$ cat src/logic/wuc_pkg.sv
package wuc_pkg;

  // register indices; byte address is four times the index
  localparam logic [9:0] WAKEUP_CONTROL_IDX = 10'h017;
  localparam logic [9:0] SYMBOL_COUNT_IDX = 10'h01a;
  localparam logic [9:0] IRQ_STATUS_IDX = 10'h040;
  localparam logic [9:0] IRQ_CLEAR_IDX = 10'h041;
  localparam logic [9:0] IRQ_ENABLE_IDX = 10'h042;
  localparam logic [9:0] EFFECTIVE_IDX = 10'h043;
  localparam int ADDR_W = 12;

  // wakeup_control fields
  localparam int CRIT_LSB = 0;
  localparam int CRIT_W = 3;
  localparam int UFB_BIT = 3;
  localparam int LVL_SEL_BIT = 4;
  localparam int PAT_UNIT_BIT = 5;
  localparam int PAR_WU_BIT = 6;
  localparam logic [7:0] WAKEUP_CONTROL_RST = 8'h04;
  localparam logic [7:0] WAKEUP_CONTROL_MASK = 8'h7f;
  localparam logic [6:0] SYMBOL_COUNT_RST = 7'h00;
  localparam logic [6:0] PATTERN_MIN_COUNT = 7'h11;

  // interrupt status bits
  localparam int EVT_W = 3;
  localparam int EVT_RESERVED = 0;
  localparam int EVT_SHORT_PATTERN = 1;
  localparam int EVT_OVERRIDE = 2;
  localparam logic [EVT_W-1:0] EVT_RST = 3'h0;

  localparam logic [2:0] CRIT_PATTERN = 3'h0;
  localparam logic [2:0] CRIT_RANDOM = 3'h1;
  localparam logic [2:0] CRIT_EQUAL = 3'h2;
  localparam logic [2:0] CRIT_SYMBOL_SYNC = 3'h3;
  localparam logic [2:0] CRIT_STRENGTH = 3'h4;
  localparam logic [2:0] CRIT_RECOGNITION = 3'h5;

  localparam logic [1:0] EXT_PROC_SYNC = 2'h1;
  localparam logic [1:0] EXT_PROC_LEVEL = 2'h2;

  // receiver search operating modes
  localparam logic [1:0] MODE_OTHER = 2'h0;
  localparam logic [1:0] MODE_FAST_FALLBACK = 2'h1;
  localparam logic [1:0] MODE_PERMANENT = 2'h2;
  localparam logic [1:0] MODE_CONST_ON_OFF = 2'h3;

  localparam logic LVL_STRENGTH = 1'b0;
  localparam logic LVL_RECOGNITION = 1'b1;

endpackage : wuc_pkg

$ cat src/logic/wuc_resolve_if.sv
`timescale 1ns/100ps
interface wuc_resolve_if;
  logic [2:0] criterion_raw;
  logic ultrafast_fallback_enable;
  logic parallel_level_select;
  logic [1:0] external_processing_setting;
  logic [1:0] search_mode;
  logic [2:0] criterion_eff;
  logic level_parallel;
  logic level_criterion;
  logic count_used;
  logic reserved_code;
  logic overridden;

  modport ctrl (
    output criterion_raw, ultrafast_fallback_enable, parallel_level_select,
    output external_processing_setting, search_mode,
    input criterion_eff, level_parallel, level_criterion, count_used, reserved_code, overridden
  );
  modport res (
    input criterion_raw, ultrafast_fallback_enable, parallel_level_select,
    input external_processing_setting, search_mode,
    output criterion_eff, level_parallel, level_criterion, count_used, reserved_code, overridden
  );
endinterface : wuc_resolve_if

$ cat src/logic/wuc_resolve.sv
`timescale 1ns/100ps
module wuc_resolve (
  wuc_resolve_if.res rif
);

  function automatic logic wuc_is_data(input logic [2:0] c);
    wuc_is_data = (c == wuc_pkg::CRIT_PATTERN) || (c == wuc_pkg::CRIT_RANDOM) ||
                  (c == wuc_pkg::CRIT_EQUAL) || (c == wuc_pkg::CRIT_SYMBOL_SYNC);
  endfunction : wuc_is_data

  always_comb begin
    rif.criterion_eff = rif.criterion_raw;
    rif.overridden = 1'b0;
    if (rif.external_processing_setting == wuc_pkg::EXT_PROC_LEVEL) begin
      rif.criterion_eff = wuc_pkg::CRIT_STRENGTH;
    end else if ((rif.external_processing_setting == wuc_pkg::EXT_PROC_SYNC) &&
                 wuc_is_data(rif.criterion_raw)) begin
      rif.criterion_eff = wuc_pkg::CRIT_SYMBOL_SYNC;
    end
    if (rif.criterion_eff != rif.criterion_raw) begin
      rif.overridden = 1'b1;
    end
    rif.reserved_code = (rif.criterion_raw > wuc_pkg::CRIT_RECOGNITION);
    rif.count_used = (rif.criterion_eff != wuc_pkg::CRIT_SYMBOL_SYNC);
    rif.level_parallel = rif.ultrafast_fallback_enable && wuc_is_data(rif.criterion_eff) &&
                         (rif.search_mode != wuc_pkg::MODE_OTHER);
    if (rif.external_processing_setting == wuc_pkg::EXT_PROC_LEVEL) begin
      rif.level_criterion = wuc_pkg::LVL_STRENGTH;
    end else begin
      rif.level_criterion = rif.parallel_level_select;
    end
  end

endmodule : wuc_resolve

$ cat src/logic/wuc_top.sv
`timescale 1ns/100ps
// Functional notes
// - The 3-bit criterion field picks pattern, random, equal, symbol sync, strength or recognition.
// - External processing 01 turns a pattern, random or equal criterion into symbol sync.
// - Under symbol sync the wake-up symbol count is not used.
// - External processing 10 forces the signal strength criterion whatever was written.
// - Ultrafast fall back with a data criterion adds a parallel level check in the three search modes.
// - Bit 4 picks the parallel level check, strength or recognition, and drives the level criterion output with ultrafast fall back on or off.
// - External processing 10 forces strength as the parallel level check.
// - Bit 5 matches the wake-up pattern in chips when clear and in bits when set.
module wuc_top (
  input wire logic sys_clk_in,
  input wire logic reset_n_in,
  input wire logic psel_in,
  input wire logic penable_in,
  input wire logic pwrite_in,
  input wire logic [11:0] paddr_in,
  input wire logic [31:0] pwdata_in,
  input wire logic [3:0] pstrb_in,
  output logic [31:0] prdata_out,
  output logic pready_out,
  output logic pslverr_out,
  input wire logic [1:0] external_processing_setting_in,
  input wire logic [1:0] search_mode_in,
  output logic [2:0] wakeup_criterion_out,
  output logic level_parallel_out,
  output logic level_criterion_out,
  output logic pattern_unit_select_out,
  output logic parallel_wakeup_enable_out,
  output logic [6:0] wakeup_symbol_count_out,
  output logic count_used_out,
  output logic irq_out
);

  //////////////////////////////////////////////////////////////////////////////
  // state

  typedef struct packed {
    logic [7:0] wakeup_control;
    logic [6:0] symbol_count;
    logic [wuc_pkg::EVT_W-1:0] irq_status;
    logic [wuc_pkg::EVT_W-1:0] irq_enable;
    logic [31:0] prdata;
    logic pslverr;
    logic [2:0] criterion;
    logic level_parallel;
    logic level_criterion;
    logic count_used;
    logic overridden;
    logic irq;
  } wuc_state_t;

  wuc_state_t state_q;
  wuc_state_t state_d;

  //////////////////////////////////////////////////////////////////////////////
  // address decode helpers

  function automatic logic wuc_hit(input logic [11:0] addr, input logic [9:0] idx);
    wuc_hit = (addr == {idx, 2'b00});
  endfunction : wuc_hit

  function automatic logic wuc_mapped(input logic [11:0] addr);
    if (wuc_hit(addr, wuc_pkg::WAKEUP_CONTROL_IDX)) begin
      wuc_mapped = 1'b1;
    end else if (wuc_hit(addr, wuc_pkg::SYMBOL_COUNT_IDX)) begin
      wuc_mapped = 1'b1;
    end else if (wuc_hit(addr, wuc_pkg::IRQ_STATUS_IDX)) begin
      wuc_mapped = 1'b1;
    end else if (wuc_hit(addr, wuc_pkg::IRQ_CLEAR_IDX)) begin
      wuc_mapped = 1'b1;
    end else if (wuc_hit(addr, wuc_pkg::IRQ_ENABLE_IDX)) begin
      wuc_mapped = 1'b1;
    end else if (wuc_hit(addr, wuc_pkg::EFFECTIVE_IDX)) begin
      wuc_mapped = 1'b1;
    end else begin
      wuc_mapped = 1'b0;
    end
  endfunction : wuc_mapped

  // byte lane 0 merge; registers are eight bits or less
  function automatic logic [7:0] wuc_merge(input logic [7:0] old, input logic [31:0] wdata,
                                           input logic [3:0] strb);
    if (strb[0]) begin
      wuc_merge = wdata[7:0];
    end else begin
      wuc_merge = old;
    end
  endfunction : wuc_merge

  //////////////////////////////////////////////////////////////////////////////
  // criterion resolution

  wuc_resolve_if rif ();

  wuc_resolve u_resolve (
    .rif(rif)
  );

  logic [7:0] ctrl_next;
  logic setup_phase;
  logic access_phase;
  logic wr_ctrl;
  logic wr_count;
  logic wr_clear;
  logic wr_enable;
  logic [wuc_pkg::EVT_W-1:0] events;
  logic [wuc_pkg::EVT_W-1:0] clear_bits;
  logic [6:0] count_next;
  logic [7:0] count_merged;

  assign setup_phase = psel_in && !penable_in;
  assign access_phase = psel_in && penable_in;
  assign wr_ctrl = access_phase && pwrite_in && wuc_hit(paddr_in, wuc_pkg::WAKEUP_CONTROL_IDX);
  assign wr_count = access_phase && pwrite_in && wuc_hit(paddr_in, wuc_pkg::SYMBOL_COUNT_IDX);
  assign wr_clear = access_phase && pwrite_in && wuc_hit(paddr_in, wuc_pkg::IRQ_CLEAR_IDX);
  assign wr_enable = access_phase && pwrite_in && wuc_hit(paddr_in, wuc_pkg::IRQ_ENABLE_IDX);

  always_comb begin
    if (wr_ctrl) begin
      ctrl_next = wuc_merge(state_q.wakeup_control, pwdata_in, pstrb_in) & wuc_pkg::WAKEUP_CONTROL_MASK;
    end else begin
      ctrl_next = state_q.wakeup_control;
    end
    count_merged = wuc_merge({1'b0, state_q.symbol_count}, pwdata_in, pstrb_in);
    if (wr_count) begin
      count_next = count_merged[6:0];
    end else begin
      count_next = state_q.symbol_count;
    end
  end

  // resolve from the value about to be stored so outputs follow a write by one edge
  assign rif.criterion_raw = ctrl_next[wuc_pkg::CRIT_LSB +: wuc_pkg::CRIT_W];
  assign rif.ultrafast_fallback_enable = ctrl_next[wuc_pkg::UFB_BIT];
  assign rif.parallel_level_select = ctrl_next[wuc_pkg::LVL_SEL_BIT];
  assign rif.external_processing_setting = external_processing_setting_in;
  assign rif.search_mode = search_mode_in;

  //////////////////////////////////////////////////////////////////////////////
  // events

  always_comb begin
    events = '0;
    // unused criterion code written
    events[wuc_pkg::EVT_RESERVED] = wr_ctrl && rif.reserved_code;
    // pattern detection armed with a count too short to fill the comparator
    events[wuc_pkg::EVT_SHORT_PATTERN] = (wr_ctrl || wr_count) &&
                                         (rif.criterion_eff == wuc_pkg::CRIT_PATTERN) &&
                                         (count_next < wuc_pkg::PATTERN_MIN_COUNT);
    // external processing starts forcing a different criterion
    events[wuc_pkg::EVT_OVERRIDE] = rif.overridden && !state_q.overridden;
    if (wr_clear) begin
      clear_bits = pwdata_in[wuc_pkg::EVT_W-1:0];
    end else begin
      clear_bits = '0;
    end
  end

  //////////////////////////////////////////////////////////////////////////////
  // read mux

  function automatic logic [31:0] wuc_read(input wuc_state_t s, input logic [11:0] addr);
    wuc_read = 32'h0000_0000;
    if (wuc_hit(addr, wuc_pkg::WAKEUP_CONTROL_IDX)) begin
      wuc_read[7:0] = s.wakeup_control;
    end else if (wuc_hit(addr, wuc_pkg::SYMBOL_COUNT_IDX)) begin
      wuc_read[6:0] = s.symbol_count;
    end else if (wuc_hit(addr, wuc_pkg::IRQ_STATUS_IDX)) begin
      wuc_read[wuc_pkg::EVT_W-1:0] = s.irq_status;
    end else if (wuc_hit(addr, wuc_pkg::IRQ_ENABLE_IDX)) begin
      wuc_read[wuc_pkg::EVT_W-1:0] = s.irq_enable;
    end else if (wuc_hit(addr, wuc_pkg::EFFECTIVE_IDX)) begin
      wuc_read[2:0] = s.criterion;
      wuc_read[3] = s.level_parallel;
      wuc_read[4] = s.level_criterion;
      wuc_read[5] = s.count_used;
      wuc_read[6] = s.overridden;
    end else begin
      wuc_read = 32'h0000_0000;
    end
  endfunction : wuc_read

  //////////////////////////////////////////////////////////////////////////////
  // next state

  always_comb begin
    state_d = state_q;
    state_d.wakeup_control = ctrl_next;
    state_d.symbol_count = count_next;
    if (wr_enable) begin
      state_d.irq_enable = pwdata_in[wuc_pkg::EVT_W-1:0];
    end
    // a new event wins over a clear in the same cycle
    state_d.irq_status = (state_q.irq_status & ~clear_bits) | events;
    state_d.irq = |(state_d.irq_status & state_d.irq_enable);
    state_d.criterion = rif.criterion_eff;
    state_d.level_parallel = rif.level_parallel;
    state_d.level_criterion = rif.level_criterion;
    state_d.count_used = rif.count_used;
    state_d.overridden = rif.overridden;
    // read data and error are captured in the setup cycle, ready in the access cycle
    if (setup_phase) begin
      state_d.pslverr = !wuc_mapped(paddr_in) ||
                        (pwrite_in && (wuc_hit(paddr_in, wuc_pkg::IRQ_STATUS_IDX) ||
                                       wuc_hit(paddr_in, wuc_pkg::EFFECTIVE_IDX)));
      if (pwrite_in) begin
        state_d.prdata = 32'h0000_0000;
      end else begin
        state_d.prdata = wuc_read(state_q, paddr_in);
      end
    end
    if (!reset_n_in) begin
      state_d.wakeup_control = wuc_pkg::WAKEUP_CONTROL_RST;
      state_d.symbol_count = wuc_pkg::SYMBOL_COUNT_RST;
      state_d.irq_status = wuc_pkg::EVT_RST;
      state_d.irq_enable = wuc_pkg::EVT_RST;
      state_d.prdata = 32'h0000_0000;
      state_d.pslverr = 1'b0;
      state_d.criterion = wuc_pkg::CRIT_STRENGTH;
      state_d.level_parallel = 1'b0;
      state_d.level_criterion = wuc_pkg::LVL_STRENGTH;
      state_d.count_used = 1'b1;
      state_d.overridden = 1'b0;
      state_d.irq = 1'b0;
    end
  end

  always_ff @(posedge sys_clk_in) begin
    state_q <= state_d;
  end

  //////////////////////////////////////////////////////////////////////////////
  // outputs

  assign pready_out = access_phase;
  assign prdata_out = state_q.prdata;
  assign pslverr_out = access_phase && state_q.pslverr;
  assign wakeup_criterion_out = state_q.criterion;
  assign level_parallel_out = state_q.level_parallel;
  assign level_criterion_out = state_q.level_criterion;
  assign pattern_unit_select_out = state_q.wakeup_control[wuc_pkg::PAT_UNIT_BIT];
  // plain enable bit; software guarantees matching modulation across setups
  assign parallel_wakeup_enable_out = state_q.wakeup_control[wuc_pkg::PAR_WU_BIT];
  assign wakeup_symbol_count_out = state_q.symbol_count;
  assign count_used_out = state_q.count_used;
  assign irq_out = state_q.irq;

endmodule : wuc_top

$ cat config.mk
export PLATFORM = sky130hd
export DESIGN_NAME = wuc_top
export DESIGN_NICKNAME = d
export VERILOG_FILES = /design/src/logic/wuc_pkg.sv /design/src/logic/wuc_resolve_if.sv /design/src/logic/wuc_resolve.sv /design/src/logic/wuc_top.sv
export SDC_FILE = /design/constraint.sdc
export NUM_CORES = 1
export LEC_CHECK = 0
export BUFFER_PORTS_ARGS = -buffer_cell sky130_fd_sc_hd__buf_2
export CAP_MARGIN = 20
export CORE_MARGIN = 10
export CORE_UTILIZATION = 50
export DETAILED_ROUTE_END_ITERATION = 12
export GPL_ROUTABILITY_DRIVEN = 0
export GPL_TIMING_DRIVEN = 0
export PLACE_DENSITY = 0.85
export SLEW_MARGIN = 20
export SYNTH_ARGS = -nofsm -noshare
export SYNTH_HDL_FRONTEND = slang
export SYNTH_SLANG_ARGS = --single-unit
$ cat constraint.sdc
create_clock -name sys_clk_in -period 3.73 [get_ports sys_clk_in]
set_input_delay 0.746 -clock sys_clk_in [delete_from_list [all_inputs] [get_ports sys_clk_in]]
set_output_delay 0.746 -clock sys_clk_in [all_outputs]
set_load 0.05 [all_outputs]
==> impl_metrics.yaml <==
run_status:
  run_status: "complete, no violations"
worst_setup_path:
  critical-path-slowest-cell: "sky130_fd_sc_hd__mux2i_1"
  worst-path-max-fanout: 8
  end_kind: "flop"
  worst_path_bufs_invs: 1
  worst_endpoint_data_arrival_time_ns: 2.86
  timing.critical_path.required_ns: 3.96
  crit_path_start_kind: "input pin"
  path_cells: "buf_2 > nor4_4 > and4_1 > mux2i_1 > a211oi_1 > o31ai_1 > a221o_1"
  timing_worst_setup_path_type: "input pin to flop"
  timing.critical_path.max_delay_family: "simple AND/OR/NAND/NOR gates"
  slowest_delay_ns: 0.57
flow_run:
  drv.max_cap_violation_count: 0
synth:
  synth-edff-count: 0
  synth.top_cell.area_share: 0.319
  synth_commonest_cells: "43 x sky130_fd_sc_hd__buf_4, 36 x sky130_fd_sc_hd__dfxtp_1, 32 x sky130_fd_sc_hd__nand2_1"
  post-synth-top-area-cell: "sky130_fd_sc_hd__dfxtp_1"
  post_synth_main_area_contributors: "sky130_fd_sc_hd__dfxtp_1 32%, sky130_fd_sc_hd__buf_4 14%, sky130_fd_sc_hd__mux2i_1 5.8%"
  postSynthRegisterBits: 36
  ys_flop_type: "sky130_fd_sc_hd__dfxtp_1"
  postSynthAreaPerCell_um2: 8.37
  async_flop_share: 0
  ys.warnings.count: 0
  synth_most_common_cell: "sky130_fd_sc_hd__buf_4"
  synth_cells: 270
  seq_area_frac_synth: 0.319
  ys_types: 46
  synth.cell_area_um2: 2260
clock_tree:
  post-cts-setup-buffer-count: 0
  clk-insertion-delay-late_ns: 0.29
  clock_path_buffers: 2
  post_cts.resized_instances: 0
  cts-htree-levels: 2
  clk_pin_slew_worst_paths_ns: 0.07
  post_cts_hold_buffer_count: 0
  cts-root-buf: "sky130_fd_sc_hd__clkbuf_8"
  tritoncts: "done"
  cts_buffers: 5
  tritoncts_num_sinks: 36
global_routing:
  grt_use_total: 0.155
  grt.overflow.total: 0
  number_of_global_route_vias_before_repair: 2042
  grt_max_degree: 12
  antenna_found_initial: 0
  grt_pass1_wl_mm: 9.59
  use_met3: 0.0478
  global_route.peak_usage_layer: "met2"
  groute.layer.met2.usage: 0.258
  globalRouteMet1Util: 0.180
power:
  p_seq_frac: 0.442
  power.density_nw_per_um2: 314
  p_sw_w: 0.000243
  power.share.combinational: 0.168
  total_leakage_power_nw: 1.32
  netSwitchingFraction: 0.279
  clock_power_share: 0.390
  cellInternalPower_w: 0.000629
  irDropWorstVdd_v: 0.000239
routing:
  totalWireLength_mm: 5.98
  routed-via-count: 2121
  routedWlPerCell_um: 14.8
  vias_per_cell: 5.24
  number_of_drc_markers_in_iteration_0: 226
  first_pass_iters: 5
  antenna_violating_nets_post_route: 0
  drc_errors: 0
sta:
  setup_tns_ns: 0
  worst_clock_skew_ns: 0.00646
  final-setup-viol-count: 0
  hold_violations: 0
  rsz0062_at_grt: "false"
  worst_pin_slew_ns: 0.617
  final_min_period_over_clock_period: 0.705
  maxSlewViolCount: 0
  max_clock_freq_mhz: 380
  slew_headroom: 0.577
  pnr_worst_setup_slack_ns: 1.10
  timing.final.crit_period_ns: 2.63
place:
  port_buffers: 51
  place_worst_setup_slack_ns: 0.863
  place_hpwl_mm: 4.75
  placed_cell_area_um2: 2670
layout:
  final_layout_size_suffix_gt1_frac: 0.312
  nFillCells: 383
  area.sequential_um2: 721
  area_grow_syn2layout_pct: 22.9
  antenna-diode-count: 0
  num-nets-final: 409
  fin_area_um2: 2780
  multi_input_comb_area_um2: 1260
die:
  die_h_um: 87.2
  pin_count: 107
  design.die.area_um2: 7610
  chipWidth_um: 87.2
  start_util: 0.519
  core-area_um2: 4350
  num_rows: 24
hold_path:
  min-delay-path-class: "flop to flop"
-- sequential cells by signal, summed over array words and instances (netlist names) --
signal	count
state_q	13
prdata_out	7
wakeup_symbol_count_out	7
wakeup_criterion_out	3
count_used_out	1
irq_out	1
level_criterion_out	1
level_parallel_out	1
parallel_wakeup_enable_out	1
pattern_unit_select_out	1
-- through the flow --
stage,power [W],hold WS (ns),utilization,std cells
2_1_floorplan,0.000503,0.431,-,294
3_3_place_gp,0.000536,0.439,0.613,397
3_5_place_dp,0.000537,0.446,0.613,397
4_1_cts,0.000871,0.454,0.638,405
5_1_grt,0.000909,0.479,0.638,405
6_report,0.000872,0.454,0.638,405
-- worst paths after layout --
| kind | from | end | slack, ns | cells after the start |
|---|---|---|---|---|
| max | paddr_in[8] | irq_out | 1.10 | 7 |
| min | prdata_out[4] | prdata_out[4] | 0.45 | 2 |
| max reg2reg | wakeup_symbol_count_out[2] | irq_out | 1.62 | 6 |
| min reg2reg | prdata_out[4] | prdata_out[4] | 0.45 | 2 |
-- worst min-delay path, stage by stage, from the launching register on --
cell                       delay, ns
sky130_fd_sc_hd__dfxtp_1        0.31
sky130_fd_sc_hd__nand2_1        0.05
sky130_fd_sc_hd__a21boi_1       0.05
-- cell usage in the layout (no fill, tap or decap), types with 2 or more instances in the layout --
cell type                   n
sky130_fd_sc_hd__buf_2     53
sky130_fd_sc_hd__buf_4     43
sky130_fd_sc_hd__dfxtp_1   36
sky130_fd_sc_hd__nand2_1   32
sky130_fd_sc_hd__conb_1    25
sky130_fd_sc_hd__nor2_1    17
sky130_fd_sc_hd__a21boi_1  14
sky130_fd_sc_hd__mux2i_1   13
sky130_fd_sc_hd__nand3_1   12
sky130_fd_sc_hd__nor2b_1   11
sky130_fd_sc_hd__and2_1     7
sky130_fd_sc_hd__clkbuf_1   7
sky130_fd_sc_hd__a21oi_1    7
sky130_fd_sc_hd__a211oi_1   6
sky130_fd_sc_hd__and3_1     5
sky130_fd_sc_hd__or3_1      5
sky130_fd_sc_hd__clkbuf_8   5
sky130_fd_sc_hd__a222oi_1   4
sky130_fd_sc_hd__nand4_1    4
sky130_fd_sc_hd__o21a_1     4
sky130_fd_sc_hd__o21ai_0    4
sky130_fd_sc_hd__nand2b_1   3
sky130_fd_sc_hd__nor3_1     3
sky130_fd_sc_hd__and4_1     3
sky130_fd_sc_hd__o31ai_1    3
sky130_fd_sc_hd__and4bb_1   2
sky130_fd_sc_hd__or4_1      2
sky130_fd_sc_hd__a211oi_2   2
-- routing by layer --
layer,wire length [µm],up-vias
met3,660,8
met5,0,-
met2,2840,119
met1,2390,932
li1,-,1062
met4,94,0
-- cell families (layout without fill, tap and decap cells) --
kind of cell,after synthesis,in the layout,synth area share
AND/OR/NAND/NOR,114,114,0.282
buffers and inverters,53,112,0.164
AO/OA/AOI/OAI,52,52,0.171
flip-flops,36,36,0.319
multiplexers,13,13,0.0576
adder cells (fa/ha/maj),1,1,0.00443
other,1,25,0.00166
-- final cells by class --
class | instances | share of cell area
inverters | 1 | 0.00135
flip-flops and latches | 36 | 0.259
well taps | 52 | 0.0234
clock buffers | 6 | 0.0261
clock inverters | 2 | 0.0126
repair buffers | 51 | 0.0919
multi-input cells | 205 | 0.453
plain buffers | 52 | 0.132
-- power by group through the flow --
stage	clock (W)	sequential [W]	combinational [W]
final	0.000340	0.000385	0.000146
after global routing	0.000368	0.000385	0.000155
after CTS	0.000342	0.000385	0.000144
after detailed placement	0	0.000394	0.000143
after global placement	0	0.000394	0.000142
after floorplan	0	0.000394	0.000109
No activity file was read; power rests on OpenSTA's default activity.
